[src/design/adcsp_defs.svh]
`ifndef ADCSP_DEFS_SVH
`define ADCSP_DEFS_SVH

// System clock period and link timing, in ns
`define ADCSP_SYS_NS 10
`define ADCSP_SCLK_NS 160
`define ADCSP_ACLK_NS 640

// Derived cycle counts (half periods round down, waits round up via margin)
`define ADCSP_SCLK_HALF ((`ADCSP_SCLK_NS / 2) / `ADCSP_SYS_NS)
`define ADCSP_ACLK_HALF ((`ADCSP_ACLK_NS / 2) / `ADCSP_SYS_NS)
`define ADCSP_CS_SETUP ((3 * `ADCSP_ACLK_NS + `ADCSP_SYS_NS - 1) / `ADCSP_SYS_NS)
`define ADCSP_CONV_WAIT (((`ADCSP_CONV_ACLKS + 4) * `ADCSP_ACLK_NS) / `ADCSP_SYS_NS)

// Deglitch and conversion lengths in conversion-clock falling edges
`define ADCSP_DEGLITCH_FALLS 2'h2
`define ADCSP_CONV_ACLKS 12

// Word sizes
`define ADCSP_CFG_BITS 5'h08
`define ADCSP_RES_BITS 10
`define ADCSP_FRAME_BITS 16

// Configuration word fields (bit 7 is received first)
`define ADCSP_CFG_MUX_HI 7
`define ADCSP_CFG_MUX_LO 4
`define ADCSP_CFG_POL 3
`define ADCSP_CFG_ORDER 2
`define ADCSP_CFG_LEN_HI 1
`define ADCSP_CFG_LEN_LO 0

// Word lengths in bits
`define ADCSP_LEN_08 5'h08
`define ADCSP_LEN_10 5'h0A
`define ADCSP_LEN_12 5'h0C
`define ADCSP_LEN_16 5'h10

// Result clamps and reset values
`define ADCSP_UNI_MAX 10'h3FF
`define ADCSP_BIP_MAX 10'h1FF
`define ADCSP_BIP_MIN 10'h200
`define ADCSP_ORDER_RST 1'h1

`endif

[src/design/adcsp_pkg.sv]
`include "adcsp_defs.svh"

package adcsp_pkg;

	// Device transfer states
	typedef enum logic [1:0] {
		ADCSP_D_IDLE = 2'h0,
		ADCSP_D_SHIFT = 2'h1,
		ADCSP_D_HOLD = 2'h3
	} adcsp_dev_st_t;

	// Host transfer states
	typedef enum logic [1:0] {
		ADCSP_H_IDLE = 2'h0,
		ADCSP_H_SETUP = 2'h1,
		ADCSP_H_SHIFT = 2'h3,
		ADCSP_H_GAP = 2'h2
	} adcsp_hst_st_t;

	// Length select code to word length in bits
	function automatic logic [4:0] adcsp_len_bits(input logic [1:0] sel);
		logic [4:0] n;
		unique case (sel)
			2'h0: n = `ADCSP_LEN_08;
			2'h1: n = `ADCSP_LEN_10;
			2'h2: n = `ADCSP_LEN_12;
			2'h3: n = `ADCSP_LEN_16;
		endcase
		return n;
	endfunction

endpackage

[src/design/adcsp_if.sv]
`timescale 1ns/1ns
// Four-wire serial link plus conversion clock
interface adcsp_if;
	logic cs_n;
	logic sclk;
	logic din;
	logic aclk;
	logic dout;
	logic dout_oe;

	modport dev (input cs_n, input sclk, input din, input aclk, output dout, output dout_oe);
	modport host (output cs_n, output sclk, output din, output aclk, input dout);
endinterface

[src/design/adcsp_deglitch.sv]
`timescale 1ns/1ns
`include "adcsp_defs.svh"
// Chip-select deglitcher timed by conversion-clock falling edges
module adcsp_deglitch (
	// Clock and reset
	input wire logic i_sys_clk,
	input wire logic i_rst,
	// Synchronised chip select and conversion clock edge
	input wire logic i_cs_n,
	input wire logic i_aclk_fall,
	// Recognised select level
	output logic o_cs_low
);
	import adcsp_pkg::*;

	logic low_r, low_nxt;
	logic [1:0] cnt_r, cnt_nxt;

	// A change must survive two falling edges; any return to the accepted level restarts the count
	always_comb begin
		low_nxt = low_r;
		cnt_nxt = cnt_r;
		if (~i_cs_n == low_r) begin
			cnt_nxt = 2'h0;
		end else if (i_aclk_fall) begin
			if (cnt_r + 2'h1 == `ADCSP_DEGLITCH_FALLS) begin
				low_nxt = ~i_cs_n;
				cnt_nxt = 2'h0;
			end else begin
				cnt_nxt = cnt_r + 2'h1;
			end
		end
	end

	// Starts deselected
	always_ff @(posedge i_sys_clk) begin
		if (i_rst) begin
			low_r <= 1'h0;
			cnt_r <= 2'h0;
		end else begin
			low_r <= low_nxt;
			cnt_r <= cnt_nxt;
		end
	end

	assign o_cs_low = low_r;
endmodule

[src/design/adcsp_device.sv]
// Contract
// - Bipolar results are ten-bit two's complement.
// - Order bit one gives MSB first, zero LSB.
// - Order choice applies to the following result word.
// - Configuration word always arrives in fixed order.
// - Length codes give 8, 10, 12, 16 bits.
// - Length bits size the word of same transfer.
// - Host always sends valid length bits.
// - Host sends exactly word-length shift clocks.
// - Select pulses under one conversion clock ignored.
// - New select level needs two conversion falls.
// - Recognised select enables the result output.
// - Shift clock ignored while deselected.
// - Host holds shift clock low during conversion.
// - Select held low: first bit after conversion.
// - Sixteen-bit words end with six zeros.
// - Launch on falling edge, sample on rising.
// - Config taken on first eight rising edges.
// - Polarity bit one unipolar, zero bipolar.
// - Result leaves next cycle; conversion starts afterwards.
`timescale 1ns/1ns
`include "adcsp_defs.svh"
module adcsp_device (
	// Clock and reset
	input wire logic i_sys_clk,
	input wire logic i_rst,
	// Serial link
	adcsp_if.dev link,
	// Converter core side
	input wire logic signed [10:0] i_vin,
	output logic o_conv_start,
	output logic o_busy,
	output logic [3:0] o_mux_sel,
	output logic o_unipolar,
	output logic [9:0] o_result,
	output logic o_selected
);
	import adcsp_pkg::*;

	// Pin order in the synchroniser vectors: cs_n, sclk, din, aclk
	logic [3:0] pin_s1_r, pin_s2_r, pin_d_r;
	logic sclk_rise, sclk_fall, aclk_fall, din_s, cs_low;

	adcsp_dev_st_t st_r, st_nxt;
	logic [7:0] cfg_r, cfg_nxt, cfg_now;
	logic [4:0] cnt_r, cnt_nxt, cnt_inc;
	logic [15:0] sr_r, sr_nxt, sr_sh;
	logic ord_r, ord_nxt, next_ord_r, next_ord_nxt;
	logic dout_r, dout_nxt, oe_r, oe_nxt;
	logic busy_r, busy_nxt, start_r, start_nxt;
	logic [3:0] conv_r, conv_nxt, mux_r, mux_nxt;
	logic pol_r, pol_nxt;
	logic [9:0] res_r, res_nxt, code;

	// Two flops on every pin, a third only for edge detection
	always_ff @(posedge i_sys_clk) begin
		if (i_rst) begin
			pin_s1_r <= 4'h8;
			pin_s2_r <= 4'h8;
			pin_d_r <= 4'h8;
		end else begin
			pin_s1_r <= {link.cs_n, link.sclk, link.din, link.aclk};
			pin_s2_r <= pin_s1_r;
			pin_d_r <= pin_s2_r;
		end
	end

	// Edge pulses on the system clock
	assign sclk_rise = pin_s2_r[2] & ~pin_d_r[2];
	assign sclk_fall = ~pin_s2_r[2] & pin_d_r[2];
	assign din_s = pin_s2_r[1];
	assign aclk_fall = ~pin_s2_r[0] & pin_d_r[0];

	adcsp_deglitch u_deglitch (
		.i_sys_clk(i_sys_clk),
		.i_rst(i_rst),
		.i_cs_n(pin_s2_r[3]),
		.i_aclk_fall(aclk_fall),
		.o_cs_low(cs_low)
	);

	// Result coding from the sampled input; out-of-span values clamp to the end codes
	always_comb begin
		if (pol_r) begin
			code = i_vin[10] ? 10'h000 : i_vin[9:0];
		end else if (i_vin > $signed({1'h0, `ADCSP_BIP_MAX})) begin
			code = `ADCSP_BIP_MAX;
		end else if (i_vin < $signed({1'h1, `ADCSP_BIP_MIN})) begin
			code = `ADCSP_BIP_MIN;
		end else begin
			code = i_vin[9:0];
		end
	end

	// Config bits so far including the one arriving now; fixed order regardless of output order
	assign cfg_now = (cnt_r < `ADCSP_CFG_BITS) ? {cfg_r[6:0], din_s} : cfg_r;
	assign cnt_inc = cnt_r + 5'h01;
	// Next output frame bit: left for MSB first, right for LSB first, zeros fill behind
	assign sr_sh = ord_r ? {sr_r[14:0], 1'h0} : {1'h0, sr_r[15:1]};

	// Transfer, configuration and conversion next state
	always_comb begin
		st_nxt = st_r;
		cfg_nxt = cfg_r;
		cnt_nxt = cnt_r;
		sr_nxt = sr_r;
		ord_nxt = ord_r;
		next_ord_nxt = next_ord_r;
		dout_nxt = dout_r;
		oe_nxt = oe_r;
		busy_nxt = busy_r;
		start_nxt = 1'h0;
		conv_nxt = conv_r;
		mux_nxt = mux_r;
		pol_nxt = pol_r;
		res_nxt = res_r;
		// Conversion runs on conversion-clock falls whatever the link does
		if (busy_r && aclk_fall) begin
			if (conv_r == 4'(`ADCSP_CONV_ACLKS - 1)) begin
				busy_nxt = 1'h0;
				res_nxt = code;
			end else begin
				conv_nxt = conv_r + 4'h1;
			end
		end
		unique case (st_r)
			ADCSP_D_IDLE: begin
				// Shift clock is not even looked at here
				cfg_nxt = 8'h00;
				cnt_nxt = 5'h00;
				if (cs_low) begin
					oe_nxt = 1'h1;
					st_nxt = ADCSP_D_HOLD;
					if (!busy_r) begin
						st_nxt = ADCSP_D_SHIFT;
						ord_nxt = next_ord_r;
						sr_nxt = next_ord_r ? {res_r, 6'h00} : {6'h00, res_r};
						dout_nxt = next_ord_r ? res_r[9] : res_r[0];
					end
				end
			end
			ADCSP_D_SHIFT: begin
				if (!cs_low) begin
					oe_nxt = 1'h0;
					st_nxt = ADCSP_D_IDLE;
				end else if (sclk_rise) begin
					cfg_nxt = cfg_now;
					cnt_nxt = cnt_inc;
					// Word ends at the selected length, known once all eight bits are in
					if (cnt_inc >= `ADCSP_CFG_BITS &&
						cnt_inc == adcsp_len_bits(cfg_now[`ADCSP_CFG_LEN_HI:`ADCSP_CFG_LEN_LO])) begin
						st_nxt = ADCSP_D_HOLD;
						next_ord_nxt = cfg_now[`ADCSP_CFG_ORDER];
						pol_nxt = cfg_now[`ADCSP_CFG_POL];
						mux_nxt = cfg_now[`ADCSP_CFG_MUX_HI:`ADCSP_CFG_MUX_LO];
						busy_nxt = 1'h1;
						conv_nxt = 4'h0;
						start_nxt = 1'h1;
					end
				end else if (sclk_fall && cnt_r != 5'h00) begin
					sr_nxt = sr_sh;
					dout_nxt = ord_r ? sr_sh[15] : sr_sh[0];
				end
			end
			ADCSP_D_HOLD: begin
				// Output stands still; with select kept low the next word starts at conversion end
				if (!cs_low) begin
					oe_nxt = 1'h0;
					st_nxt = ADCSP_D_IDLE;
				end else if (!busy_r) begin
					st_nxt = ADCSP_D_SHIFT;
					cfg_nxt = 8'h00;
					cnt_nxt = 5'h00;
					ord_nxt = next_ord_r;
					sr_nxt = next_ord_r ? {res_r, 6'h00} : {6'h00, res_r};
					dout_nxt = next_ord_r ? res_r[9] : res_r[0];
				end
			end
			default: begin
				st_nxt = ADCSP_D_IDLE;
				oe_nxt = 1'h0;
			end
		endcase
	end

	// State registers
	always_ff @(posedge i_sys_clk) begin
		if (i_rst) begin
			st_r <= ADCSP_D_IDLE;
			cfg_r <= 8'h00;
			cnt_r <= 5'h00;
			sr_r <= 16'h0000;
			ord_r <= `ADCSP_ORDER_RST;
			next_ord_r <= `ADCSP_ORDER_RST;
			dout_r <= 1'h0;
			oe_r <= 1'h0;
			busy_r <= 1'h0;
			start_r <= 1'h0;
			conv_r <= 4'h0;
			mux_r <= 4'h0;
			pol_r <= 1'h0;
			res_r <= 10'h000;
		end else begin
			st_r <= st_nxt;
			cfg_r <= cfg_nxt;
			cnt_r <= cnt_nxt;
			sr_r <= sr_nxt;
			ord_r <= ord_nxt;
			next_ord_r <= next_ord_nxt;
			dout_r <= dout_nxt;
			oe_r <= oe_nxt;
			busy_r <= busy_nxt;
			start_r <= start_nxt;
			conv_r <= conv_nxt;
			mux_r <= mux_nxt;
			pol_r <= pol_nxt;
			res_r <= res_nxt;
		end
	end

	// Outputs
	assign link.dout = dout_r;
	assign link.dout_oe = oe_r;
	assign o_conv_start = start_r;
	assign o_busy = busy_r;
	assign o_mux_sel = mux_r;
	assign o_unipolar = pol_r;
	assign o_result = res_r;
	assign o_selected = cs_low;
endmodule

[src/flat_wrapper.sv]
// flat-port wrapper written by rule: the top's interface ports become plain ports
module adcsp_device_flat import adcsp_pkg::*;
  (i_sys_clk, i_rst, i_vin, o_conv_start, o_busy, o_mux_sel, o_unipolar, o_result, o_selected, link_cs_n, link_sclk, link_din, link_aclk, link_dout, link_dout_oe);
  adcsp_if link_i ();
  input wire logic i_sys_clk;
  input wire logic i_rst;
  input wire logic signed [10:0] i_vin;
  output logic o_conv_start;
  output logic o_busy;
  output logic [3:0] o_mux_sel;
  output logic o_unipolar;
  output logic [9:0] o_result;
  output logic o_selected;
  input wire logic [$bits(link_i.cs_n)-1:0] link_cs_n;
  input wire logic [$bits(link_i.sclk)-1:0] link_sclk;
  input wire logic [$bits(link_i.din)-1:0] link_din;
  input wire logic [$bits(link_i.aclk)-1:0] link_aclk;
  output wire logic [$bits(link_i.dout)-1:0] link_dout;
  output wire logic [$bits(link_i.dout_oe)-1:0] link_dout_oe;
  assign link_i.cs_n = link_cs_n;
  assign link_i.sclk = link_sclk;
  assign link_i.din = link_din;
  assign link_i.aclk = link_aclk;
  assign link_dout = link_i.dout;
  assign link_dout_oe = link_i.dout_oe;
  adcsp_device u_core (.i_sys_clk(i_sys_clk), .i_rst(i_rst), .link(link_i), .i_vin(i_vin), .o_conv_start(o_conv_start), .o_busy(o_busy), .o_mux_sel(o_mux_sel), .o_unipolar(o_unipolar), .o_result(o_result), .o_selected(o_selected));
endmodule
[config.mk]
export PLATFORM = sky130hd
export DESIGN_NAME = adcsp_device_flat
export DESIGN_NICKNAME = d
export VERILOG_FILES = /design/src/design/adcsp_pkg.sv /design/src/design/adcsp_if.sv /design/src/design/adcsp_deglitch.sv /design/src/design/adcsp_device.sv /design/src/flat_wrapper.sv
export VERILOG_INCLUDE_DIRS = /design/src /design/src/design
export SDC_FILE = /design/constraint.sdc
export NUM_CORES = 1
export LEC_CHECK = 0
export BUFFER_PORTS_ARGS = -buffer_cell sky130_fd_sc_hd__buf_2
export CAP_MARGIN = 20
export CORE_AREA = 2 2 85 87
export CTS_CLUSTER_DIAMETER = 50
export DETAILED_ROUTE_END_ITERATION = 10
export DIE_AREA = 0 0 87 89
export PLACE_DENSITY_LB_ADDON = 0.1
export SETUP_SLACK_MARGIN = 0.5
export SLEW_MARGIN = 20
export SYNTH_ARGS = -nofsm -noshare
export SYNTH_HDL_FRONTEND = slang
export SYNTH_SLANG_ARGS = --single-unit
[constraint.sdc]
create_clock -name i_sys_clk -period 2.7 [get_ports i_sys_clk]
set_input_delay 0.135 -clock i_sys_clk [delete_from_list [all_inputs] [get_ports i_sys_clk]]
set_output_delay 0.135 -clock i_sys_clk [all_outputs]
set_load 0.05 [all_outputs]
# After elaboration in Yosys (flattened, before gate mapping)
# Cells that the tools add are included.
# word_totals
ff_bits	70
word_cells	140
# op_classes
n_addsub	3
magnitude_cmp	4
n_eq_ne	22
muxes	60
n_bitwise	12
reduce_logical	20
# op_table
cell	count
$mux 16	7
$mux 10	4
$mux 8	5
$mux 5	7
$pmux 16 s2	1
$mux 4	6
$pmux 8 s3	1
$pmux 5 s4	1
$mux 1	16
$mux 2	8
$pmux 5 s3	1
$ne 2x2->1 const B	7
$gt 11x10->1 const B	1
$lt 11x10->1 const B	1
$not 1->1	9
$eq 2x2->1 const B	4
$reduce_and 4->1	2
$ne 2x1->1 const B	3
$ne 3x2->1 const B	2
$pmux 2 s3	1
$reduce_and 3->1	2
$reduce_and 6->1	1
$reduce_or 2->1	3
$add 5x1->5 const B	1
19 further kinds	27

# Logic depth before layout (Yosys ltp)
# Gate-level depths: netlist (run 1).
# logic_depth
ltp_word	13
ltp_mapped	9

# Modules after synthesis
# A second synthesis (run 1) with hierarchy kept.
# unflattened
cells_unflattened	400
area_unflattened_um2	3417.0
# by_module_without_submodules
mod	instances	cells_each	area_each_um2
adcsp_device	1	388	3281.9
adcsp_deglitch	1	12	135.1

# Worst setup path after synthesis (run 1)
# OpenSTA, ideal clock, no wires.
# synth_timing
path_type	reg2reg
start	reg u_core.u_deglitch.low_r, in the netlist u_core.u_deglitch.o_cs_low
end	reg u_core.sr_r[6]
setup_time_ns	0.128
arrival_time_ns	2.110
path_slack_ns	0.462
path_stages_with_launch	8
n_path_buf	2
synth_period_minus_slack_ns	2.238
path_cell_list	dfxtp_1 -> clkbuf_1 -> nor3b_1 -> a21oi_1 -> a21oi_1 -> buf_1 -> mux2i_1 -> nor2_1
# synth_between
elab_chain_cells	2
elab_cells_between_ends	3
cone_classes	eq/ne: 2; reduce/logical: 1
# synth_rtl
element	line	rtl
start: declaration	adcsp_deglitch.sv:16	logic low_r, low_nxt;
start signal: assignment	adcsp_deglitch.sv:41	low_r <= low_nxt;
$ne 2x2->1 (no source line) / $ne 2x1->1 (equally long branches)	--	
$reduce_and 6->1 (no source line) (*)	--	
end signal: assignment	adcsp_device.sv:207	sr_r <= sr_nxt;
end: declaration	adcsp_device.sv:47	logic [15:0] sr_r, sr_nxt, sr_sh;
# Mark *: on every way between the ends. The rest lies on a longest branch, timed or not.
# A chain may end at the register's enable or synchronous reset.

# Worst setup path in the final report (run 1)
# layout_timing
start	reg u_core.cnt_r[3]
end	reg u_core.mux_r[3], in the netlist u_core.o_mux_sel[3]
# layout_between
elab_chain_cells	10
elab_cells_between_ends	15
cone_classes	add/sub: 1; order compare: 2; eq/ne: 4; mux: 5; reduce/logical: 3
# layout_rtl
element	line	rtl
start: declaration	adcsp_device.sv:46	logic [4:0] cnt_r, cnt_nxt, cnt_inc;
start signal: assignment	adcsp_device.sv:206	cnt_r <= cnt_nxt;
$lt 5x4->1 (no source line)	--	
$mux 8	adcsp_device.sv:96	assign cfg_now = (cnt_r < `ADCSP_CFG_BITS) ? {cfg_r[6:0], din_s} : cfg_r;
$eq 2x2->1 (tied with other cells)	adcsp_pkg.sv:23	unique case (sel)
$pmux 5 s4	adcsp_pkg.sv:23	
$mux 5	adcsp_device.sv:146	end else if (sclk_rise) begin
$mux 5	adcsp_device.sv:143	if (!cs_low) begin
$mux 5	adcsp_device.sv:126	unique case (st_r)
$eq 5x5->1	adcsp_device.sv:151	cnt_inc == adcsp_len_bits(cfg_now[`ADCSP_CFG_LEN_HI:`ADCSP_CFG_LEN_LO])) begin
$logic_and 1x1->1	adcsp_device.sv:150	if (cnt_inc >= `ADCSP_CFG_BITS &&
$reduce_and 4->1 (no source line)	--	
end signal: assignment	adcsp_device.sv:215	mux_r <= mux_nxt;
end: declaration	adcsp_device.sv:51	logic [3:0] conv_r, conv_nxt, mux_r, mux_nxt;
# Several ways; a longest one is shown, not always the timed one. The select of a mux whose other input is x is not followed.

==> impl_summary.md, run 1 <==
Pwr
The analysis attributes to cell leakage a power of 0.00148 µW. Internal power comes to 1520 µW. For this design the total switching power over the nets is 588 µW. The maximum vdd ir drop is 266 µV. The switching fraction of total power is 0.279. After layout, the design draws a total of 2100 µW. The share of total power dissipated in sequential elements is 0.501. The share of total power dissipated in combinational logic is 0.136.

The proportion of power drawn by the clock network is 0.363. The power density normalized to cell area is 546 nW/µm².

Routing
The length of the first detailed-routing pass in iterations is 4. The routed layout has between 2000 and 3000 vias. For this run, design rule violations remaining after detail routing come to 0. The average wire length per cell after detail routing is ~14 µm.

The via count normalized by instance count is 5.61. The iteration-0 DRC count of the detailed router is 126. The remaining number of nets flagged by the antenna check after routing is 0. The total routed wirelength is 7230 µm.

Clock tree
In this run the deepest clock path goes through 2 buffers. The CTS tree is done. Clock tree synthesis selected as its root buffer the cell clkbuf_8. The CTS clock-pin slew for the worst setup and hold paths is roughly 0.080 ns. The number of H-tree branching levels is 3.

The number of clock buffers added by TritonCTS is 9. Clock latency on the worst-skew pair, taken at its later pin, is 0.35 ns. The CTS sink count is 69.

Timing
Timing would allow up to 461 MHz. The count of pins over their slew limit is 0. The number of hold-slack violations in the final timing report was 0. The transition at the pin with the smallest max-transition slack is 0.934 ns. The minimum clock period is 2.17 ns. Headroom to the max-slew limit came out at 0.373.

In the final timing run, aggregate negative setup slack is 0 ns. Setup repair after global routing could not meet its margin everywhere. The maximum clock skew at final layout is 0.00881 ns.

The setup violation total in the final timing report is 0. The share of the cycle needed by the critical path after routing is 0.803.

GRT
Across every metal layer, demand over resource in global routing totals 0.199. The global-route congestion overflow total is 0. The initial antenna violation count is 0. The number of global-route vias before repair was 2651. The largest net degree at the start of global routing is 47. The first global-routing pass estimated 12200 µm of wire.

Synthesis
The netlist uses 43 different library cells. Counting flops and latches in the post-synthesis netlist gives approximately 70. In this run the cell area of the synthesized design comes to 3310 µm². The number of warnings printed during yosys synthesis is 0. Sorting the synthesized cells by how often they occur yields dfxtp_1, nor2_1, a21oi_1.

The dominant cell type by area after synthesis is dfxtp_1. The average footprint of a synthesized cell is approximately 8.5 µm². Among all flip-flop cells after synthesis, the most frequent one is dfxtp_1.

The number of enable-type register cells in the synthesized netlist is 0. The number of nets handed over by synthesis was 412. The sequential cell area fraction in the yosys report is 0.417. Among all cell types in the netlist, the one instantiated most often is dfxtp_1. Sorting the synthesized cells by area gives the leading types as dfxtp_1, a21oi_1, nor2_1. Synthesis produced a netlist whose cell count is 388. The share of the synthesized area in the top cell type is 0.417. The share of async-settable or async-resettable flops after synthesis is 0.

Place
The placed cell count is 485. The final weighted congestion in routability-driven placement is about 0.83. The placed instances occupy a cell area of between 3000 and 4000 µm². Buffers placed on the I/O ports in this run total 36. The placed wire-length estimate after detailed placement is 4970 µm.

Final layout
The non-filler instance count after layout is 506. The share of layout cells above drive strength 1 is 0.223. The number of filler cells placed in the layout is 632. In the final design database the tool counted 445 nets. The synthesis-to-finish area growth is 16.3%. The final standard cell area without fillers is 3850 µm². The repair_antennas step left the layout with diodes totalling 0.

Floorplanning
The initial cell density of the core is 0.493. In this run the count of I/O pins placed on the die edge is 37. The width of the chip is approximately 87 µm. The number of core rows is 30. The height of the die is 89 µm.

The total area inside the core boundary comes to 6720 µm². The die area is 7740 µm².

Critical path
The peak fanout along the critical path is 8. The worst endpoint required time is between 2 and 3 ns. The worst setup path is launched from a register.

The critical path is of the reg -> reg type. The arrival time at the worst endpoint is 2.43 ns. The worst setup path is captured at a register.

Run status
The flow ran to the end, and the final reports show no timing, DRC or antenna violations.

Run
The number of maximum-capacitance constraint violations is 0.

Worst hold path
The path class of the tightest hold or removal check is in -> reg.
==> logic make-up (layout without fill, tap and decap cells) <==
group | count (synthesis) | after routing | share of synthesized area
AND/OR/NAND/NOR | 142 | 142 | 0.213
multiplexers | 26 | 26 | 0.0827
flip-flops | 69 | 69 | 0.417
buffers and inverters | 33 | 71 | 0.0404
adder cells (fa/ha/maj) | 7 | 7 | 0.0264
XOR/XNOR | 7 | 7 | 0.0185
AO/OA/AOI/OAI | 104 | 104 | 0.202
==> placed cells by master (no fill, tap or decap), types with 3 or more instances in the layout <==
master         netlist  layout
dfxtp_1             69      64
nor2_1              42      41
a21oi_1             37      36
buf_2                2      36
nand2_1             31      31
nor2b_1             20      20
a211oi_1            19      19
mux2i_1             15      15
nor3_1              12      12
mux2_2              11      11
clkbuf_8             0      11
o211ai_1             9       9
nor3b_1             10       8
inv_1                7       7
nand3_1              8       7
a22oi_1              7       7
buf_4                0       7
o21ai_1              3       6
o21ai_0              8       5
ha_1                 7       5
a31oi_1              3       3
o21a_1               3       3
and3_1               3       3
or2_2                3       3
xor2_1               5       3
o31ai_1              6       3
o31ai_2              0       3
clkinv_2             0       3
dlygate4sd3_1        0       3
dfxtp_2              0       3
==> critical path, cell delays in order (launching register included) <==
cell,delay (ns)
dfxtp_4,0.38
or3b_4,0.41
and3_1,0.15
o32a_1,0.32
a211o_1,0.32
or2_4,0.29
o31ai_1,0.21
==> state kept, by name, summed over array words and instances (netlist names), 2 cells and up <==
register,cells
u_core.cfg_r,8
u_core.cnt_r,5
u_core.conv_r,4
u_core.o_mux_sel,4
u_core.o_result,10
u_core.pin_d_r,2
u_core.pin_s1_r,4
u_core.pin_s2_r,4
u_core.sr_r,16
u_core.st_r,2
u_core.u_deglitch.cnt_r,2
==> routing by layer <==
metal | part of all wire | track usage | vias to the layer above
li1 | - | - | 1454
met1 | 0.45 | 0.239 | 1319
met2 | 0.49 | 0.339 | 48
met3 | 0.026 | 0.0360 | 20
met4 | 0.033 | 0.111 | 0
met5 | 0 | 0 | -
==> timing repair <==
| action | in CTS | in global routing |
|---|---|---|
| buffers inserted | 1 | 1 |
| pin swaps | 2 | 2 |
| hold endpoints to repair | 3 | 0 |
| setup endpoints to repair | 11 | 27 |
| resized for setup | 8 | 18 |
| hold buffers | 3 | 0 |
==> cell type report <==
| cell class | instances | area, µm² | area share |
|---|---|---|---|
| Multi-Input combinational cell | 286 | 1870 | 0.486 |
| Sequential cell | 69 | 1390 | 0.361 |
| Timing Repair Buffer | 48 | 285 | 0.0741 |
| Clock buffer | 12 | 155 | 0.0403 |
| Tap cell | 80 | 100 | 0.0260 |
| Inverter | 7 | 26.3 | 0.00682 |
| Clock inverter | 4 | 22.5 | 0.00585 |
==> per-stage QoR <==
stage / util / setup slack [ns] / hold WS (ns)
5_1_grt: 0.573 / 0.444 / 0.00543
2_1_floorplan: - / 0.523 / 0.239
3_5_place_dp: 0.527 / 0.321 / 0.322
6_report: 0.573 / 0.531 / 0.00876
3_3_place_gp: 0.527 / 0.414 / 0.318
4_1_cts: 0.562 / 0.500 / 0.00527
==> worst paths after layout <==
check                startpoint                  end  slack [ns]  cells past startpoint
min reg2reg  u_core.pin_s1_r[3]   u_core.pin_s2_r[3]        0.42                      1
max reg2reg     u_core.cnt_r[3]  u_core.o_mux_sel[3]        0.53                      6
min                    link_din   u_core.pin_s1_r[1]       0.009                      2
max             u_core.cnt_r[3]  u_core.o_mux_sel[3]        0.53                      6
==> power by group through the flow <==
stage          combinational, µW  sequential, µW  clock, µW
2_1_floorplan                206            1070          0
3_3_place_gp                 273            1070          0
3_5_place_dp                 272            1080          0
4_1_cts                      277            1050        785
5_1_grt                      318            1060        826
6_report                     286            1050        763
Note: power is estimated with default switching activity, not from simulation.
==> inputs of run 2 (changes only) <==
--- a/config.mk
+++ b/config.mk
@@ -6,6 +6,7 @@
 export SDC_FILE = /design/constraint.sdc
 export NUM_CORES = 1
 export LEC_CHECK = 0
+export ABC_AREA = 1
 export BUFFER_PORTS_ARGS = -buffer_cell sky130_fd_sc_hd__buf_2
 export CAP_MARGIN = 20
 export CORE_AREA = 2 2 85 87
==> constraint.sdc (replaced) <==
create_clock -name i_sys_clk -period 2.23 [get_ports i_sys_clk]
set_input_delay 0.1115 -clock i_sys_clk [delete_from_list [all_inputs] [get_ports i_sys_clk]]
set_output_delay 0.1115 -clock i_sys_clk [all_outputs]
set_load 0.05 [all_outputs]
==> run 2 against run 1 <==
Synthesized cell count increased by 20%. Wire length increased by 13%. Clock power increased by 51%. Largest cell class unchanged. First-iteration DRC count increased by 63%. Clock skew increased by 0.0021 ns. Largest power group is now combinational cells.
==> impl_summary.md, run 2 <==
Run status
The run finished with clean final reports.

Synthesis
The dominant cell type by area after synthesis is dfxtp_1. The number of distinct library cells after synthesis is 38 (-12%). Ranked by instance count, the synthesized netlist is headed by nand2_1, dfxtp_1, inv_1. The synthesized area is 3350 µm² (+1.1%). The number of enable-type register cells in the synthesized netlist is 0 (unchanged). The share of async-settable or async-resettable flops after synthesis is 0 (unchanged). By instance count, the leading cell after synthesis is nand2_1. The share of the synthesized area in the top cell type is 0.413 (-0.00452).

The number of synthesized register bits is 69 (unchanged). The average footprint of a synthesized cell came to 7.17 µm² (-16%). The synthesized netlist net count is 491 (+19%). The number of warnings printed during yosys synthesis is 0 (unchanged). The sequential cell area fraction in the yosys report is 0.413 (-0.00452). Among all flip-flop cells after synthesis, the most frequent one is dfxtp_1.

By area the synthesized netlist is led by dfxtp_1, nand2_1, a21oi_1. The synthesized netlist cell count is 467 (+20%).

Final layout
The top cell types in the final layout, fill and taps aside, are nand2_1, dfxtp_1, inv_1, a21oi_1, buf_2. The number of filler cells placed in the layout is 578 (-8.5%). The share of layout cells above drive strength 1 is 0.300 (+0.0768). The synthesis-to-finish area growth is 30.6%. The number of antenna cells inserted is 0 (unchanged). The number of flip-flops in the largest register came to 16 (unchanged). The number of nets in the finished design is 556 (+25%). The commonest non-fill, non-tap cell in the layout is nand2_1. Ranked by flip-flop count, first place goes to u_core.sr_r.

Critical path
STA classifies the critical path endpoint as a register. The peak fanout along the critical path is 7 (-1). The worst endpoint required time is 2.50 ns (-0.46 ns). The reg2reg setup slack is 0.55 ns (about the same).

The arrival time at the worst endpoint is 1.96 ns (-0.47 ns). The worst setup path is of the reg -> reg kind. The startpoint kind of the worst setup timing path is a register.

Timing
The maximum operating frequency is 594 MHz (+29%). The share of the cycle needed by the critical path after routing is 0.755 (-0.0480). The maximum clock skew at final layout is 0.0109 ns (+0.00210 ns). The minimum clock period is 1.68 ns (-0.485 ns). The final-layout setup total negative slack is 0 ns (unchanged). Setup repair after global routing could not meet its margin everywhere.

The number of hold-slack violations in the final timing report is 0 (unchanged). The count of pins over their slew limit was 0 (unchanged). The transition at the pin with the smallest max-transition slack is 0.517 ns (-0.416 ns). The setup violation total in the final timing report came to 0 (unchanged). The headroom to the max-slew limit was 0.655 (+0.282).

Floorplanning
The width of the chip is 87 µm (unchanged). The area of the placeable core was 6720 µm² (unchanged). The total I/O pin count is 37 (unchanged). The number of core rows is 30 (unchanged). The initial cell density of the core came to 0.498 (+0.00540). The height of the die is 89 µm (unchanged). The die area is 7740 µm² (unchanged).

Run
The number of maximum-capacitance constraint violations is 0 (unchanged).

Routing
The iteration-0 DRC count of the detailed router is 206 (+63%). The average wire length per cell after detail routing came to 13.2 µm (-7.4%). The remaining number of nets flagged by the antenna check after routing is 0 (unchanged). The remaining routing DRC violations is 0 (unchanged). The length of the first detailed-routing pass in iterations is 5 (+1). The via count normalized by instance count is 5.34 (-4.8%). The total routed wirelength is 8160 µm (+13%).

The via count is 3297 (+16%).

Clock tree
TritonCTS built the clock tree. The latest clock arrival within the worst-skew pair is 0.35 ns (about the same). The deepest clock path buffer count was 2 (unchanged). The cell at the root of the clock tree is clkbuf_8. The clock buffer count from CTS is 9 (unchanged).

The number of H-tree branching levels is 3 (unchanged). The CTS sink count was 69 (unchanged). The CTS clock-pin slew for the worst setup and hold paths is 0.08 ns (about the same).

GRT
The initial antenna violation count is 0 (unchanged). The first-pass GRT wire length is 13300 µm (+9.5%). The global routing usage summed across all routing layers was 0.215 (+0.0157). The global-route congestion overflow total is 0 (unchanged). The number of global-route vias before repair is 2961 (+12%). The largest net degree at the start of global routing is 45 (-4.3%).

Pwr
The power density normalized to cell area came to 970 nW/µm² (+78%). The static power due to leakage is 0.00180 µW (+22%). The maximum vdd ir drop came to 475 µV (+79%). The total power after layout came to 4240 µW (+100%).

Place
The placed wire-length estimate after detailed placement came to 5440 µm (+9.4%). The quantity of I/O buffers inserted on ports is 36 (unchanged). The final weighted congestion in routability-driven placement was 0.921 (+10%).

Worst hold path
The worst min-delay path class is in -> reg.
[run 2: changes by cell type in the layout (fill, tap and decap cells not counted), sizes merged, moves of 15 or more]
cell | before | now
nor2b | 20 | 0
nand2 | 31 | 107
nand3 | 8 | 29
o21ai | 11 | 40
mux2i | 15 | 0
inv | 7 | 60
buf | 45 | 69
[run 2: cells by family after synthesis]
logic type,count (synthesis),share of synthesized area
and+or+nand+nor,186,0.246
buffers and inverters,80,0.0942
adders and majority gates,7,0.0262
DFF,69,0.413
xor gates and xnor gates,3,0.00785
AOI/OAI and AO/OA,122,0.214
[run 2: area by class of cell]
cell class / count / area, µm² / share of cell area
inverters: 60 / 238 / 0.0543
repair buffers: 73 / 527 / 0.120
clock buffers: 10 / 128 / 0.0292
clock inverters: 6 / 95.1 / 0.0217
flip-flops and latches: 69 / 1410 / 0.322
multi-input cells: 318 / 1870 / 0.428
repair inverters: 1 / 7.51 / 0.00172
well taps: 80 / 100 / 0.0229
[run 2: worst max-delay path, stage by stage (launching register included)]
cell	delay, ns
dfxtp_4	0.38
inv_4	0.05
ha_4	0.29
clkinvlp_4	0.14
nor2_4	0.19
buf_6	0.16
nand2_1	0.07
o311ai_1	0.09
nand3_1	0.12
a21oi_1	0.12
[run 2: per-stage QoR]
step	hold WS [ns]	setup WS (ns)	std cells	utilization	instance area [µm²]
floorplan	0.215	0.511	467	-	3360
CTS	0.0413	0.500	605	0.610	4100
detailed placement	0.301	0.267	574	0.540	3630
global route	0.0705	0.412	617	0.651	4370
finish	0.0534	0.546	617	0.651	4370
global placement	0.296	0.318	574	0.540	3630
[run 2: final timing paths]
| kind | cells after the start | to | startpoint |
|---|---|---|---|
| setup / recovery | 9 | u_core.sr_r[4] | u_core.st_r[1] |
| hold / removal | 3 | u_core.o_result[9] | i_vin[10] |
| setup reg to reg | 9 | u_core.sr_r[4] | u_core.st_r[1] |
| hold reg to reg | 2 | u_core.pin_s2_r[2] | u_core.pin_s1_r[2] |
[run 2: repair_timing]
item / 4_1_cts / 5_1_grt
cloned: 0 / 2
hold buffers: 4 / 0
endpoints found under the hold margin: 4 / 0
endpoints found under the setup margin: 42 / 48
pin swaps: 6 / 27
gates resized for setup: 26 / 60
buffers inserted: 11 / 10
[run 2: routing by layer]
metal / GRT usage / vias up / wire length (µm)
li1: - / 1674 / -
met1: 0.295 / 1528 / 3820
met2: 0.335 / 79 / 3830
met3: 0.0360 / 16 / 342
met4: 0.0909 / 0 / 164
met5: 0 / - / 0
[run 2: power breakdown]
| group | internal [µW] | leakage [µW] | switching, µW |
|---|---|---|---|
| registers | 1360 | 0.000565 | 97.5 |
| clock network | 642 | 0.000111 | 507 |
| logic | 685 | 0.00112 | 956 |
| total | 2680 | 0.00180 | 1560 |
==> inputs of run 3 (changes only) <==
==> constraint.sdc (replaced) <==
create_clock -name i_sys_clk -period 1.49 [get_ports i_sys_clk]
set_input_delay 0.0745 -clock i_sys_clk [delete_from_list [all_inputs] [get_ports i_sys_clk]]
set_output_delay 0.0745 -clock i_sys_clk [all_outputs]
set_load 0.05 [all_outputs]
==> run 3 against run 2 <==
The run now ends with negative hold slack, negative setup slack left. Utilization rose by 15 points. Via count rose by 10%. Setup slack got worse by 0.81 ns. Total power rose by 89%. Cell count rose by 5.7%. Critical path type unchanged.
==> impl_summary.md, run 3 (synthesis gave the netlist of run 2 again) <==
Run status
The flow ran to the end, but the final reports show violations. The final reports fail on negative hold slack, negative setup slack.

Final layout
The synthesis-to-finish area growth is 60.8%. The storage element area was 1430 µm² (+2.0%). The non-filler instance count after layout came to 652 (+5.7%). The library cell used most frequently in the layout, excluding fill and tap cells, is nand2_1.

The number of flip-flops in the largest register came to 16 (unchanged). The number of nets in the finished design is 592 (+6.5%). In the layout the commonest cells are nand2_1, dfxtp_1, inv_1, buf_4, a21oi_1. The number of antenna cells inserted is 0 (unchanged). The number of filler cells placed in the layout is 395 (-32%). The final standard cell area without fillers is 5380 µm² (+23%).

The share of layout cells above drive strength 1 came to 0.463 (+0.163). The area of combinational cells with multiple inputs is 2160 µm² (+15%). The largest register by flop count is u_core.sr_r.

Timing
The maximum clock skew at final layout is 0.0116 ns (+0.000676 ns). The minimum clock period was 1.76 ns (+0.0747 ns). The final-layout setup total negative slack is -7.12 ns (-7.12 ns). Setup repair after global routing could not meet its margin everywhere. The setup violation total in the final timing report is 43 (+43). The maximum operating frequency is 568 MHz (-4.2%). The share of the cycle needed by the critical path after routing was 1.18 (+0.425). The headroom to the max-slew limit is 0.565 (-0.0898). The number of hold-slack violations in the final timing report is 1 (+1). The transition at the pin with the smallest max-transition slack came to 0.651 ns (+0.134 ns). The final-layout worst hold slack came to -0.00103 ns (-0.0544 ns). The count of pins over their slew limit is 0 (unchanged). The worst setup slack after layout is -0.269 ns (-0.815 ns).

GRT
The global routing usage summed across all routing layers is 0.265 (+0.0499). The global-route congestion overflow total was 0 (unchanged). The number of global-route vias before repair came to 3442 (+16%). The largest net degree at the start of global routing is 45 (unchanged). The first-pass GRT wire length is 16000 µm (+20%). The initial antenna violation count came to 0 (unchanged).

Critical path
The dominant cell type by count on the critical path is nand2_2. STA classifies the critical path endpoint as a register. Among all stages on the critical path, the largest delay is contributed by dfxtp_4. The worst endpoint required time is 1.73 ns (-0.77 ns). The total buffers and inverters traversed by the critical path is 1 (-2). The startpoint kind of the worst setup timing path is a register. The critical path is of the reg -> reg type. The arrival time at the worst endpoint is 2.00 ns (+0.04 ns).

The largest incremental delay on the critical path came to 0.37 ns (about the same). The peak fanout along the critical path was 7 (unchanged). Walking the worst path, the cells encountered are nor2_4, nand2_1, nand2_2, nand2_2, nand2_2, nand2_2, nor2_4, nand4_4, nand2_8, buf_4, nor2_4. The kind of cell with the highest combined delay along the critical path is simple AND/OR/NAND/NOR gates.

Routing
The average wire length per cell after detail routing is 16.2 µm (+23%). The iteration-0 DRC count of the detailed router is 243 (+18%). The remaining routing DRC violations came to 0 (unchanged). The total routed wirelength is 10600 µm (+29%).

The via count normalized by instance count is 5.58 (+4.5%). The remaining number of nets flagged by the antenna check after routing is 0 (unchanged). The via count came to 3640 (+10%).

The length of the first detailed-routing pass in iterations is 5 (unchanged).

Clock tree
The clock buffer count from CTS is 9 (unchanged). The CTS tree is done. The cell sitting at the root of the clock tree is a clkbuf_8.

The CTS sink count came to 69 (unchanged). The deepest clock path buffer count came to 2 (unchanged). The number of H-tree branching levels came to 3 (unchanged). The CTS clock-pin slew for the worst setup and hold paths is 0.08 ns (about the same). The latest clock arrival within the worst-skew pair is 0.35 ns (about the same).

Floorplanning
The number of core rows came to 30 (unchanged). The area of the placeable core came to 6720 µm² (unchanged). The die area is 7740 µm² (unchanged). The height of the die is 89 µm (unchanged). The total I/O pin count is 37 (unchanged). The width of the chip is 87 µm (unchanged). The initial cell density of the core was 0.498 (unchanged).

Pwr
The static power due to leakage is 0.00214 µW (+19%). The power density normalized to cell area came to 1490 nW/µm² (+54%). The maximum vdd ir drop was 794 µV (+67%).

Run
The number of maximum-capacitance constraint violations was 0 (unchanged).

Place
The worst setup timing slack at the placement stage is -0.220 ns (-0.487 ns). The quantity of I/O buffers inserted on ports is 36 (unchanged). The placed standard-cell area is 4020 µm² (+11%). The placed cell count is 597 (+4.0%). The final weighted congestion in routability-driven placement came to 0.874 (-5.1%). The placed wire-length estimate after detailed placement came to 5930 µm (+9.1%).

Worst hold path
The worst min-delay path class is in -> reg.
==> run 3: changes by cell type in the layout (fill, tap and decap cells not counted), moves of 11 or more <==
cell      delta
o21ai_0     -14
dfxtp_1     -14
a211oi_2    +11
buf_2       -20
o21ai_1     +13
a211oi_1    -11
buf_6       +18
a21oi_1     -14
buf_4       +16
==> run 3: power breakdown <==
part / total (µW) / switching [µW] / internal (µW)
Combinational: 4140 / 2140 / 2000
Sequential: 2190 / 171 / 2020
Clock: 1690 / 773 / 920
Total: 8020 / 3080 / 4940
==> run 3: repair_timing <==
item | 4_1_cts | 5_1_grt
endpoints found under the setup margin | 78 | 70
resized for setup | 139 | 53
setup buffers | 20 | 9
endpoints found under the hold margin | 4 | 0
cloned | 7 | 0
pin swaps | 53 | 26
hold buffers | 4 | 0
==> run 3: path summary, 6_finish.rpt <==
| kind | slack [ns] | to | depth (start not counted) | from |
|---|---|---|---|---|
| worst max-delay path | -0.27 | u_core.conv_r[3] | 11 | u_core.cnt_r[4] |
| worst min register to register | 0.40 | u_core.pin_s2_r[0] | 2 | u_core.pin_s1_r[0] |
| worst max register to register | -0.27 | u_core.conv_r[3] | 11 | u_core.cnt_r[4] |
| worst min-delay path | -0.001 | u_core.o_result[9] | 3 | i_vin[10] |
==> run 3: tightest hold or removal path, stage by stage <==
cell and delay (ns):
buf_2 0.11, nand2_1 0.06, a31oi_1 0.07
==> run 3: layout make-up <==
class / count / area share
Sequential cell: 69 / 0.266
Timing Repair Buffer: 109 / 0.224
Clock buffer: 11 / 0.0302
Multi-Input combinational cell: 318 / 0.401
Inverter: 60 / 0.0493
Timing Repair inverter: 1 / 0.000697
Clock inverter: 4 / 0.00953
Tap cell: 80 / 0.0186
==> run 3: metal layers <==
| layer | vias to the layer above | wire (µm) | GRT usage | part of all wire |
|---|---|---|---|---|
| met5 | - | 0 | 0 | 0 |
| met4 | 0 | 299 | 0.108 | 0.028 |
| met3 | 36 | 451 | 0.0416 | 0.043 |
| met2 | 124 | 5360 | 0.457 | 0.51 |
| met1 | 1731 | 4450 | 0.332 | 0.42 |
| li1 | 1749 | - | - | - |
==> run 3: per-stage QoR <==
step,util,total power (µW)
after CTS,0.761,7520
after global placement,0.599,4400
after floorplan,-,3830
after global routing,0.801,8320
final,0.801,8020
after detailed placement,0.599,4440
